## config.mk

```make
export PLATFORM = sky130hd
export DESIGN_NAME = wit_top
export DESIGN_NICKNAME = d
export VERILOG_FILES = /design/src/shared/wit_pkg.sv /design/src/hw/wit_top.sv
export VERILOG_INCLUDE_DIRS = /design/src /design/src/shared
export SDC_FILE = /design/constraint.sdc
export NUM_CORES = 1
export LEC_CHECK = 0
export BUFFER_PORTS_ARGS = -buffer_cell sky130_fd_sc_hd__buf_2
export CAP_MARGIN = 25
export CORE_MARGIN = 2
export CORE_UTILIZATION = 51
export CTS_BUF_LIST = sky130_fd_sc_hd__clkbuf_16
export CTS_CLUSTER_SIZE = 8
export DETAILED_ROUTE_END_ITERATION = 6
export PLACE_DENSITY = 0.81
export SLEW_MARGIN = 20
export SYNTH_ARGS = -nofsm -noshare
export SYNTH_HDL_FRONTEND = slang
export SYNTH_SLANG_ARGS = --single-unit
```

## constraint.sdc

```tcl
create_clock -name aclk -period 3.6 [get_ports aclk]
set_clock_uncertainty 0.1 [all_clocks]
set_input_delay 0 -clock aclk [delete_from_list [all_inputs] [get_ports aclk]]
set_output_delay 0 -clock aclk [all_outputs]
set_load 0.01 [all_outputs]
```

## src/shared/wit_consts.svh

```systemverilog
// Register offsets, field positions, reset values and counts of the watch/interval timer
`ifndef WIT_CONSTS_SVH
`define WIT_CONSTS_SVH

// Byte addresses of the registers
`define WIT_OFS_MODE    28'hFFFF680
`define WIT_OFS_PRSM    28'hFFFF684
`define WIT_OFS_CMP     28'hFFFF688
`define WIT_OFS_STAT    28'hFFFF68C
`define WIT_OFS_MASK    28'hFFFF690
`define WIT_OFS_COUNT   28'hFFFF694

// watch_mode_control fields
`define WIT_OE_BIT      0
`define WIT_RUN_BIT     1
`define WIT_WSEL_LO     2
`define WIT_WSEL_HI     3
`define WIT_ISEL_LO     4
`define WIT_ISEL_HI     6
`define WIT_FWSRC_BIT   7

// prescaler_mode fields
`define WIT_DIV_LO      0
`define WIT_DIV_HI      1
`define WIT_MCE_BIT     7

// Interrupt status and mask bit positions
`define WIT_ST_WATCH    0
`define WIT_ST_INTV     1

// Reset values
`define WIT_MODE_RST    8'h00
`define WIT_PRSM_RST    8'h00
`define WIT_CMP_RST     8'h00
`define WIT_MASK_RST    2'h0

// Counts: exponent of the shortest interval, exponent of the slow watch clock
`define WIT_INTV_BASE   4'h4
`define WIT_WSLOW_EXP   4'h9
`define WIT_WFAST_BITS  4'h4
`define WIT_WFULL_BITS  4'h5

// Bus answers
`define WIT_RESP_OKAY   2'h0
`define WIT_RESP_DECERR 2'h3

`endif

```

## src/shared/wit_pkg.sv

```systemverilog
// Types shared by the watch/interval timer design
package wit_pkg;

  // Write channel states, one-hot
  typedef enum logic [1:0] {
    WIT_WR_IDLE = 2'b01,
    WIT_WR_RESP = 2'b10
  } wit_wr_t;

  // Read channel states, one-hot
  typedef enum logic [1:0] {
    WIT_RD_IDLE = 2'b01,
    WIT_RD_DATA = 2'b10
  } wit_rd_t;

  // Whole state of the timer block
  typedef struct packed {
    logic [7:0]  mode;      // watch_mode_control
    logic [7:0]  prsm;      // prescaler_mode
    logic [7:0]  cmp;       // prescaler_compare
    logic [1:0]  stat;      // sticky interrupt status
    logic [1:0]  mask;      // interrupt mask
    logic [2:0]  src_div;   // 3-bit main clock prescaler
    logic [7:0]  cmp_cnt;   // 8-bit compare counter
    logic        brg_half;  // divide-by-two stage
    logic [2:0]  sub_sync;  // subclock synchroniser and edge stage
    logic [10:0] pre;       // 11-bit prescaler
    logic [4:0]  wcnt;      // 5-bit watch counter
    logic        watch_p;   // watch pulse
    logic        intv_p;    // interval pulse
    wit_wr_t     wr;
    wit_rd_t     rd;
    logic [1:0]  bresp;
    logic [1:0]  rresp;
    logic [31:0] rdata;
  } wit_state_t;

endpackage

```

## src/hw/wit_top.sv

```systemverilog
// Watch timer and interval timer with AXI4-Lite registers
`timescale 1ns/1ps
`default_nettype none
`include "wit_consts.svh"

// How it works
// - Mode register resets zero, byte readable/writable
// - Bit 7 picks clock, bits 6:4 interval
// - Bits 3:2 pick watch period 2^14..2^4
// - Run bit starts; clearing stops and clears counter
// - Enable low stops, clears prescaler and counter
// - Watch counting needs run and enable both set
// - Clearing run resets counter, prescaler keeps running
// - Divided main clock gated by main enable
// - Divided clock is main over 2^(m+1)*N
// - Watch interrupt repeats each watch period
// - Watch counter clocked by fw or fw/2^9
// - Interval interrupt repeats independently of watch
// - Divide field picks main over 1,2,4,8
module wit_top #(
  parameter int ADDR_W = 28
) (
  // Clock and reset
  input  wire logic              aclk,
  input  wire logic              aresetn,
  // AXI4-Lite write address
  input  wire logic [ADDR_W-1:0] awaddr,
  input  wire logic [2:0]        awprot,
  input  wire logic              awvalid,
  output logic                   awready,
  // AXI4-Lite write data
  input  wire logic [31:0]       wdata,
  input  wire logic [3:0]        wstrb,
  input  wire logic              wvalid,
  output logic                   wready,
  // AXI4-Lite write response
  output logic [1:0]             bresp,
  output logic                   bvalid,
  input  wire logic              bready,
  // AXI4-Lite read address
  input  wire logic [ADDR_W-1:0] araddr,
  input  wire logic [2:0]        arprot,
  input  wire logic              arvalid,
  output logic                   arready,
  // AXI4-Lite read data
  output logic [31:0]            rdata,
  output logic [1:0]             rresp,
  output logic                   rvalid,
  input  wire logic              rready,
  // Subclock pin
  input  wire logic              subclk_in,
  // Interrupt requests
  output logic                   watch_irq,
  output logic                   interval_irq,
  output logic                   irq
);
  import wit_pkg::*;

  // Decoding below needs the full 28-bit register address
  if (ADDR_W < 28) begin : g_chk
    $error("wit_top: ADDR_W must be at least 28");
  end

  // Register indices returned by the decoder
  localparam logic [2:0] IDX_MODE  = 3'h0;
  localparam logic [2:0] IDX_PRSM  = 3'h1;
  localparam logic [2:0] IDX_CMP   = 3'h2;
  localparam logic [2:0] IDX_STAT  = 3'h3;
  localparam logic [2:0] IDX_MASK  = 3'h4;
  localparam logic [2:0] IDX_COUNT = 3'h5;
  localparam logic [2:0] IDX_NONE  = 3'h7;

  // State after reset
  localparam wit_state_t ST_RST = '{
    mode:    `WIT_MODE_RST,
    prsm:    `WIT_PRSM_RST,
    cmp:     `WIT_CMP_RST,
    mask:    `WIT_MASK_RST,
    wr:      WIT_WR_IDLE,
    rd:      WIT_RD_IDLE,
    default: '0
  };

  // Address decoder shared by both channels
  // Low two address bits are dropped, so any byte of a word selects it
  function automatic logic [2:0] reg_idx(input logic [ADDR_W-1:0] a);
    logic [27:0] w;
    w = {a[27:2], 2'b00};
    if (w == `WIT_OFS_MODE) begin
      reg_idx = IDX_MODE;
    end else if (w == `WIT_OFS_PRSM) begin
      reg_idx = IDX_PRSM;
    end else if (w == `WIT_OFS_CMP) begin
      reg_idx = IDX_CMP;
    end else if (w == `WIT_OFS_STAT) begin
      reg_idx = IDX_STAT;
    end else if (w == `WIT_OFS_MASK) begin
      reg_idx = IDX_MASK;
    end else if (w == `WIT_OFS_COUNT) begin
      reg_idx = IDX_COUNT;
    end else begin
      reg_idx = IDX_NONE;
    end
  endfunction

  // True when the low n bits of v are all ones
  // Interval, watch and slow-clock compares go through this one mask builder; the prescaler compare does not
  function automatic logic low_ones(input logic [10:0] v, input logic [3:0] n);
    logic [10:0] m;
    m = (11'h001 << n) - 11'h001;
    return (v & m) == m;
  endfunction

  wit_state_t st;         // Registered state
  wit_state_t nx;         // Next state
  logic       oe;         // operation_enable
  logic       run;        // counter_run
  logic       src_tick;   // One cycle of compare_source_clock
  logic       brg_tick;   // Rising edge of divided main clock
  logic       sub_rise;   // Rising edge of subclock
  logic       fw_tick;    // One watch_clock period
  logic       slow_tick;  // One watch_clock/2^9 period
  logic       wclk;       // Watch counter count enable
  logic       intv_hit;   // Interval period expired
  logic       watch_hit;  // Watch period expired
  logic       wr_take;    // Write address and data taken
  logic       rd_take;    // Read address taken

  // Clock tree of the timer: main divider, subclock edge, fw selection
  always_comb begin
    logic [2:0] dmask;
    dmask    = (3'h1 << st.prsm[`WIT_DIV_HI:`WIT_DIV_LO]) - 3'h1;
    oe       = st.mode[`WIT_OE_BIT];
    run      = st.mode[`WIT_RUN_BIT];
    // Source clock is main over 1, 2, 4 or 8, only while enabled
    src_tick = st.prsm[`WIT_MCE_BIT] && ((st.src_div & dmask) == dmask);
    // Halver rises once every 2*N source ticks; N of zero acts as 256
    brg_tick = src_tick && (st.cmp_cnt == st.cmp - 8'h01) && !st.brg_half;
    sub_rise = st.sub_sync[1] && !st.sub_sync[2];
    fw_tick  = st.mode[`WIT_FWSRC_BIT] ? brg_tick : sub_rise;
    // Watch counter runs on fw for short periods, on fw/2^9 for long ones
    slow_tick = fw_tick && low_ones(st.pre, `WIT_WSLOW_EXP);
    wclk      = st.mode[`WIT_WSEL_HI] ? fw_tick : slow_tick;
    intv_hit  = oe && fw_tick &&
                low_ones(st.pre, {1'b0, st.mode[`WIT_ISEL_HI:`WIT_ISEL_LO]} + `WIT_INTV_BASE);
    watch_hit = oe && run && wclk &&
                low_ones({6'h00, st.wcnt},
                         st.mode[`WIT_WSEL_LO] ? `WIT_WFAST_BITS : `WIT_WFULL_BITS);
  end

  // Bus handshakes come from the channel states; the write readies also wait for both valids
  // Address and data are taken in one cycle, so both readies rise together
  assign wr_take = (st.wr == WIT_WR_IDLE) && awvalid && wvalid;
  assign rd_take = (st.rd == WIT_RD_IDLE) && arvalid;
  assign awready = wr_take;
  assign wready  = wr_take;
  assign bvalid  = (st.wr == WIT_WR_RESP);
  assign arready = (st.rd == WIT_RD_IDLE);
  assign rvalid  = (st.rd == WIT_RD_DATA);

  // Outputs from the registered state
  assign bresp        = st.bresp;
  assign rdata        = st.rdata;
  assign rresp        = st.rresp;
  assign watch_irq    = st.watch_p;
  assign interval_irq = st.intv_p;
  assign irq          = |(st.stat & st.mask);

  // Next-state logic of the whole block
  always_comb begin
    logic [2:0] widx;
    logic [2:0] ridx;
    logic [1:0] w1c;
    widx = reg_idx(awaddr);
    ridx = reg_idx(araddr);
    w1c  = 2'h0;
    nx   = st;

    // Subclock pin passes two flops before the edge stage looks at it
    // The pin must stay slower than half of aclk or edges are lost
    nx.sub_sync = {st.sub_sync[1:0], subclk_in};

    // Main clock prescaler and compare counter, held clear while gated off
    if (!st.prsm[`WIT_MCE_BIT]) begin
      nx.src_div  = 3'h0;
      nx.cmp_cnt  = 8'h00;
      nx.brg_half = 1'b0;
    end else begin
      nx.src_div = st.src_div + 3'h1;
      if (src_tick) begin
        if (st.cmp_cnt == st.cmp - 8'h01) begin
          nx.cmp_cnt  = 8'h00;
          nx.brg_half = !st.brg_half;
        end else begin
          nx.cmp_cnt = st.cmp_cnt + 8'h01;
        end
      end
    end

    // Control bits act from the edge after the write that changes them
    // 11-bit prescaler runs whenever operation is enabled
    if (!oe) begin
      nx.pre = 11'h000;
    end else if (fw_tick) begin
      nx.pre = st.pre + 11'h001;
    end

    // 5-bit watch counter needs both control bits
    if (!(oe && run)) begin
      nx.wcnt = 5'h00;
    end else if (wclk) begin
      nx.wcnt = st.wcnt + 5'h01;
    end

    // Expiries become single-cycle pulses
    nx.watch_p = watch_hit;
    nx.intv_p  = intv_hit;

    // Register writes; all writable registers live in byte lane 0
    if (wr_take) begin
      nx.wr    = WIT_WR_RESP;
      nx.bresp = (widx == IDX_NONE) ? `WIT_RESP_DECERR : `WIT_RESP_OKAY;
      if (wstrb[0]) begin
        if (widx == IDX_MODE) begin
          nx.mode = wdata[7:0];
        end else if (widx == IDX_PRSM) begin
          nx.prsm = wdata[7:0];
        end else if (widx == IDX_CMP) begin
          nx.cmp = wdata[7:0];
        end else if (widx == IDX_STAT) begin
          w1c = wdata[1:0];
        end else if (widx == IDX_MASK) begin
          nx.mask = wdata[1:0];
        end
      end
    end else if ((st.wr == WIT_WR_RESP) && bready) begin
      nx.wr = WIT_WR_IDLE;
    end

    // Sticky status: a new event outlives a clear in the same cycle
    nx.stat = (st.stat & ~w1c) | {intv_hit, watch_hit};

    // Register reads
    if (rd_take) begin
      nx.rd    = WIT_RD_DATA;
      nx.rresp = `WIT_RESP_OKAY;
      if (ridx == IDX_MODE) begin
        nx.rdata = {24'h000000, st.mode};
      end else if (ridx == IDX_PRSM) begin
        nx.rdata = {24'h000000, st.prsm};
      end else if (ridx == IDX_CMP) begin
        nx.rdata = {24'h000000, st.cmp};
      end else if (ridx == IDX_STAT) begin
        nx.rdata = {30'h0, st.stat};
      end else if (ridx == IDX_MASK) begin
        nx.rdata = {30'h0, st.mask};
      end else if (ridx == IDX_COUNT) begin
        nx.rdata = {11'h000, st.wcnt, 5'h00, st.pre};
      end else begin
        nx.rdata = 32'h00000000;
        nx.rresp = `WIT_RESP_DECERR;
      end
    end else if ((st.rd == WIT_RD_DATA) && rready) begin
      nx.rd = WIT_RD_IDLE;
    end
  end

  // State register
  // Synchronous reset brings the whole struct back to its reset image
  always_ff @(posedge aclk) begin
    if (!aresetn) begin
      st <= ST_RST;
    end else begin
      st <= nx;
    end
  end
endmodule
`default_nettype wire

```

==> results of run 1 <==
-- state kept, by name (all words and copies together) (netlist names) --
| signal | count |
|---|---|
| rdata | 16 |
| oe | 1 |
| rresp | 1 |
| run | 1 |
| st | 59 |
| watch_irq | 1 |
| interval_irq | 1 |
| bresp | 1 |
| nx | 2 |
-- through the flow --
stage               setup slack [ps]  cells
detailed placement               726    657
global placement                 773    657
finish                           631    690
CTS                              645    690
global route                     481    690
floorplan                        972    512
-- report_power, final --
group          internal [mW]  switching [mW]  total (mW)  leakage (nW)
Sequential             0.925         0.00592       0.931         0.670
Combinational         0.0668          0.0699       0.137          1.22
Clock                  0.472           0.394       0.866         0.136
-- final cells by class --
cell class / instances / area (um^2) / share of cell area (%)
Clock buffer: 9 / 225 / 4.36
Clock inverter: 7 / 52.6 / 1.02
Inverter: 11 / 41.3 / 0.800
Multi-Input combinational cell: 359 / 2370 / 46.0
Sequential cell: 83 / 1660 / 32.2
Tap cell: 105 / 131 / 2.55
Timing Repair Buffer: 116 / 673 / 13.0
-- layout by cell type, fill, tap and decap left out, types with 4 or more instances in the layout --
cell type / count
buf_2: 96
dfxtp_1: 83
nor2b_1: 47
mux2i_1: 37
nor2_1: 32
a21oi_1: 28
nand2_1: 23
o21ai_0: 21
dlygate4sd3_1: 17
nand3_1: 16
conb_1: 16
a22oi_1: 15
inv_1: 11
xor2_1: 11
nand4b_1: 9
clkbuf_16: 9
and2_1: 8
nand4_1: 7
or3_1: 7
xnor2_1: 7
o31ai_1: 7
ha_1: 7
or4_1: 6
and3_1: 5
o21ai_1: 5
nand2b_1: 4
-- worst min-delay path: stages --
cell	delay [ps]
buf_2	190
a21oi_1	160
a21oi_1	70
-- worst max-delay path by stage --
stage | from | end | slack (ps) | cells after the start
6_report | st[77]$_SDFFE_PN0P_ | st[52]$_SDFFE_PN0N_ | 630 | 8
4_1_cts | st[77]$_SDFFE_PN0P_ | st[52]$_SDFFE_PN0N_ | 640 | 8
3_3_place_gp | st[77]$_SDFFE_PN0P_ | st[56]$_SDFFE_PN0N_ | 770 | 8
5_1_grt | st[77]$_SDFFE_PN0P_ | st[52]$_SDFFE_PN0N_ | 480 | 10
3_5_place_dp | st[77]$_SDFFE_PN0P_ | st[56]$_SDFFE_PN0N_ | 730 | 8
2_1_floorplan | st[77]$_SDFFE_PN0P_ | st[56]$_SDFFE_PN0N_ | 970 | 8
-- metal layers --
metal | global-route usage (%) | vias to the layer above
met5 | 0 | -
met4 | 8.45 | 0
met3 | 4.41 | 20
met2 | 38.4 | 177
met1 | 29.0 | 1849
li1 | - | 1875
-- logic make-up after synthesis --
group                    Yosys count
AND/OR/NAND/NOR                  185
AO/OA/AOI/OAI                     94
buffers and inverters             70
adder cells (fa/ha/maj)            7
multiplexers                      39
other                              1
XOR/XNOR                          18
flip-flops                        83
==> flow_summary.yaml, run 1 <==
outcome:
  status: "completed"
detailed_routing:
  drt-total-wl_um: 10500
  wl_per_cell_um: 15.3
  dr_total_vias: 3921
  routed-wl-met3_um: 798
  antenna_violating_nets_post_route: 0
  drc: 0
  wl_met1_um: 4470
  routed.top_layer: "met4"
  wl_met2_um: 5030
  viasPerCell: 5.68
  drt_iter0_markers: 260
  firstDrtPassIters: 5
global_routing:
  grt_pass1_wl_um: 17600
  grt_overflow_total: 0
  grt_start_max_net_pins: 46
  grt_pass1_vias: 3710
  track_usage_pct: 22.8
  antenna_found_initial: 0
setup_path:
  critPathMaxFanout: 31
  r2r_slack_ps: 630
  required_ps: 3760
  endpoint_kind: "flip-flop"
  reg2reg_depth: 8
  worstSetupStartpointType: "flip-flop"
  slowest_delay_ps: 590
  cpLargestDelayFamily: "simple AND/OR/NAND/NOR gates"
  worst_path_max_delay_cell: "or4_4"
  timing_worst_setup_path_type: "reg2reg"
  crit_chain: "or4_4 -> or4_4 -> o211ai_2 -> o211a_1 -> a21oi_2 -> buf_4 -> or4_1 -> a21oi_1"
  r2r-end: "st[52]$_SDFFE_PN0N_"
  worstPathArrival_ps: 3130
  reg2reg_from: "st[77]$_SDFFE_PN0P_"
  crit_buf_inv: 1
  crit_top_cell: "or4_4"
sta:
  maxSlewHeadroom_pct: 36.0
  finalSetupTns_ps: 0
  finalCritPeriodShare_pct: 82.5
  report.final.slew_viol_count: 0
  max_freq_mhz: 337
  rsz0062_at_grt: "false"
  period_needed_ps: 2970
  finalSetupViolCount: 0
  whs_ps: 24.9
  worst_pin_slew_ps: 957
  hold_viol: 0
finish:
  fin_area_um2: 5160
  fin_util_pct: 62.5
  syn_to_final_growth_pct: 17.7
  diodes: 0
  fill_cells: 681
  drive_gt1_share_pct: 21.9
  nNetsFinal: 693
clocking:
  cts_hold_buf: 17
  cts_setup_buffers: 0
  postCtsResizedCells: 0
  root_buffer: "clkbuf_16"
  cts.sinks: 83
  cts_tree: "built"
  clock_latency_ps: 340
  cts.clk_slew.worst_paths_ps: 60
  cts.path.max_buffers: 2
  cts_buffers: 9
  htreeDepth: 3
yosys:
  netlist_area_um2: 4380
  synthFlopType: "dfxtp_1"
  synth-simple-area-share_pct: 24.1
  yosys.area.top_type_share_pct: 37.9
  ys_seq_area_share_pct: 37.9
  async_reset_ff_share_pct: 0
  ys_warn_count: 0
  synth-compound-area-share_pct: 13.7
  synth_cell_type_count: 54
  synth_top_family_by_area: "simple AND/OR/NAND/NOR gates"
  ys_ff_latch: 83
  synth_most_common_cell: "dfxtp_1"
  syn_area_per_cell_um2: 8.82
  synthCells: 497
  synth-adder-area-share_pct: 2.00
  synthMuxAreaShare_pct: 9.22
  netlist_top_cells_count: "83 x dfxtp_1, 47 x nor2b_1, 37 x buf_4, 37 x mux2i_1, 32 x nor2_1"
  synth_area_leaders: "dfxtp_1 38%, mux2i_1 8.4%, nor2b_1 6.7%"
  synth_area_leader_cell: "dfxtp_1"
  synth-edff-count: 0
  synth_xor_area_share_pct: 3.60
min_path:
  holdPathEnd: "rresp[0]$_SDFFE_PN0P_"
  hp-class: "in2reg"
  hp-start: "araddr[4]"
  whs_path_depth: 3
placement:
  dp_hpwl_um: 7410
  place_area_um2: 4710
  gpl.final_weighted_congestion: 0.898
  placement.io_buffers: 96
power_and_ir_drop:
  power.leakage_nw: 2.03
  pwr_density_cell_nw_per_um2: 375
  power_mw: 1.93
  vdd_drop_max_mv: 0.291
die:
  num_rows: 33
  die_y_um: 96.7
  die_x_um: 96.7
  die_area_um2: 9350
  ios: 150
  coreArea_um2: 8260
  start_util_pct: 53.1
run:
  max_cap_violations: 0
(Power assumes the default switching activity.)
==> run 2, diff against run 1 <==
--- a/config.mk
+++ b/config.mk
@@ -9,11 +9,11 @@
 export BUFFER_PORTS_ARGS = -buffer_cell sky130_fd_sc_hd__buf_2
 export CAP_MARGIN = 25
 export CORE_MARGIN = 2
-export CORE_UTILIZATION = 51
+export CORE_UTILIZATION = 46
 export CTS_BUF_LIST = sky130_fd_sc_hd__clkbuf_16
 export CTS_CLUSTER_SIZE = 8
 export DETAILED_ROUTE_END_ITERATION = 6
-export PLACE_DENSITY = 0.81
+export PLACE_DENSITY = 0.77
 export SLEW_MARGIN = 20
 export SYNTH_ARGS = -nofsm -noshare
 export SYNTH_HDL_FRONTEND = slang
==> constraint.sdc (replaced) <==
create_clock -name aclk -period 2.4 [get_ports aclk]
set_clock_uncertainty 0.1 [all_clocks]
set_input_delay 0 -clock aclk [delete_from_list [all_inputs] [get_ports aclk]]
set_output_delay 0 -clock aclk [all_outputs]
set_load 0.01 [all_outputs]
==> run 2 against run 1 <==
  * The run now ends with setup timing left
  * Worst hold slack gained 12 ps
  * Design area grew 6.8%
  * Die area up 10%
  * Critical path type unchanged
  * Register-to-register slack got worse by 900 ps
  * Fmax is 11% higher
  * First-iteration DRC count rose by 6.9%
  * Clock-buffer cell count unchanged
==> flow_summary.yaml, run 2 (synthesis gave the netlist of run 1 again) <==
outcome:
  status: "complete, but fails checks"
  violations: "setup timing"
min_path:
  hp-class: "in2reg"
  whs_path_depth: 3
  hp-start: "araddr[4]"
  holdPathEnd: "rresp[0]$_SDFFE_PN0P_"
placement:
  place_inst: 702
  dpl_worst_slack_ps: -266
  place_area_um2: 4920
  dp_hpwl_um: 7980
  placement.io_buffers: 96
  gpl.final_weighted_congestion: 0.880
sta:
  finalCritPeriodShare_pct: 111
  report.final.slew_viol_count: 0
  maxSlewHeadroom_pct: 61.7
  fin_ws_ps: -264
  rsz0062_at_grt: "true"
  max_freq_mhz: 375
  period_needed_ps: 2660
  worst_pin_slew_ps: 573
  hold_viol: 0
  finalSetupViolCount: 20
die:
  num_rows: 35
  ios: 150
  die_x_um: 102
  coreArea_um2: 9240
  start_util_pct: 47.4
  die_y_um: 102
  die_area_um2: 10300
finish:
  multiInputGateArea_um2: 2430
  largest_reg_flops: 59
  nNetsFinal: 721
  instances_no_fill: 742
  final_cell_mix: "96 x buf_2, 81 x dfxtp_1, 47 x nor2b_1, 37 x mux2i_1, 32 x nor2_1"
  fill_cells: 801
  fin_area_um2: 5510
  layout_commonest_cell: "buf_2"
  diodes: 0
  top_register: "st"
  syn_to_final_growth_pct: 25.7
  final-seq-area_um2: 1670
  drive_gt1_share_pct: 27.6
  fin_util_pct: 59.7
setup_path:
  endpoint_kind: "flip-flop"
  reg2reg_from: "st[77]$_SDFFE_PN0P_"
  required_ps: 2570
  timing_worst_setup_path_type: "reg2reg"
  reg2reg_depth: 8
  worstPathArrival_ps: 2830
  r2r-end: "st[52]$_SDFFE_PN0N_"
  r2r_slack_ps: -260
  critPathMaxFanout: 11
  worstSetupStartpointType: "flip-flop"
detailed_routing:
  firstDrtPassIters: 5
  viasPerCell: 5.37
  drt-total-wl_um: 11100
  drc: 0
  wl_per_cell_um: 14.9
  dr_total_vias: 3986
  drt_iter0_markers: 278
  antenna_violating_nets_post_route: 0
global_routing:
  grt_overflow_total: 0
  track_usage_pct: 21.0
  grt_start_max_net_pins: 37
  grt_pass1_wl_um: 17000
  antenna_found_initial: 0
  grt_pass1_vias: 3592
power_and_ir_drop:
  power.leakage_nw: 2.19
  pwr_density_cell_nw_per_um2: 535
  vdd_drop_max_mv: 0.307
clocking:
  clock_latency_ps: 350
  cts_buffers: 9
  cts.clk_slew.worst_paths_ps: 70
  cts.path.max_buffers: 2
  root_buffer: "clkbuf_16"
  cts.sinks: 83
  htreeDepth: 3
  cts_tree: "built"
run:
  max_cap_violations: 0
==> run 2: changes by cell type in the layout (fill, tap and decap cells not counted), moves of 2 or more <==
cell / before / now
buf_4: 3 / 26
a21oi_1: 28 / 23
a21oi_2: 1 / 6
clkinv_2: 2 / 0
dfxtp_1: 83 / 81
dlygate4sd3_1: 17 / 19
inv_1: 11 / 9
inv_2: 0 / 2
o31ai_1: 7 / 5
==> run 2: timing repair <==
action	4_1_cts	5_1_grt
gates resized for setup	2	13
setup endpoints to repair	20	28
setup buffers	0	3
pin swaps	2	4
hold buffers	19	0
cloned	0	2
hold endpoints to repair	50	0
==> run 2: layout make-up <==
| type | count | share of cell area, % |
|---|---|---|
| Multi-Input combinational cell | 359 | 44.2 |
| Sequential cell | 83 | 30.2 |
| Timing Repair Buffer | 144 | 16.7 |
| Clock buffer | 9 | 4.09 |
| Tap cell | 129 | 2.93 |
| Clock inverter | 7 | 1.11 |
| Inverter | 11 | 0.749 |
==> run 2: per-layer routing <==
layer  track usage, %  vias to the layer above  wire length [um]
met1             26.1                     1880              4830
met2             36.5                      154              5450
met3             3.38                       21               604
met4             7.69                        0               207
met5                0                        -                 0
li1                 -                     1931                 -
==> run 2: how the worst max path moves through the flow <==
stage	startpoint	to	cells after the start	slack (ps)
detailed placement	st[78]$_SDFFE_PN0P_	st[46]$_SDFFE_PN0N_	9	-270
CTS	st[77]$_SDFFE_PN0P_	st[52]$_SDFFE_PN0N_	8	-240
floorplan	st[82]$_SDFFE_PN0P_	st[44]$_SDFFE_PN0N_	9	-90
global placement	st[78]$_SDFFE_PN0P_	st[54]$_SDFFE_PN0N_	8	-190
global route	st[78]$_SDFFE_PN0P_	st[54]$_SDFFE_PN0N_	10	-360
finish	st[77]$_SDFFE_PN0P_	st[52]$_SDFFE_PN0N_	8	-260
==> run 2: report_power, final <==
part           leakage, nW  switching, mW  internal [mW]
Clock                0.135          0.611          0.719
Sequential           0.671        0.00957           1.39
Combinational         1.39          0.110          0.112
Total                 2.19          0.730           2.22
==> run 2: metrics by stage <==
stage               TNS [ps]  total power [mW]  hold WS, ps
floorplan               -102              1.55         27.3
global placement       -1460              1.61          113
finish                 -3440              2.95         36.7
global route           -4830              3.04         38.7
detailed placement     -2550              1.61          121
CTS                    -2350              2.94         19.8
==> run 2: worst max-delay path, cell delays in order, from the launching register on <==
cell	delay [ps]
dfxtp_4	360
or4_4	550
or4_4	430
o211ai_2	80
o211a_1	170
a21oi_2	80
buf_12	160
or4_1	500
a21oi_1	150
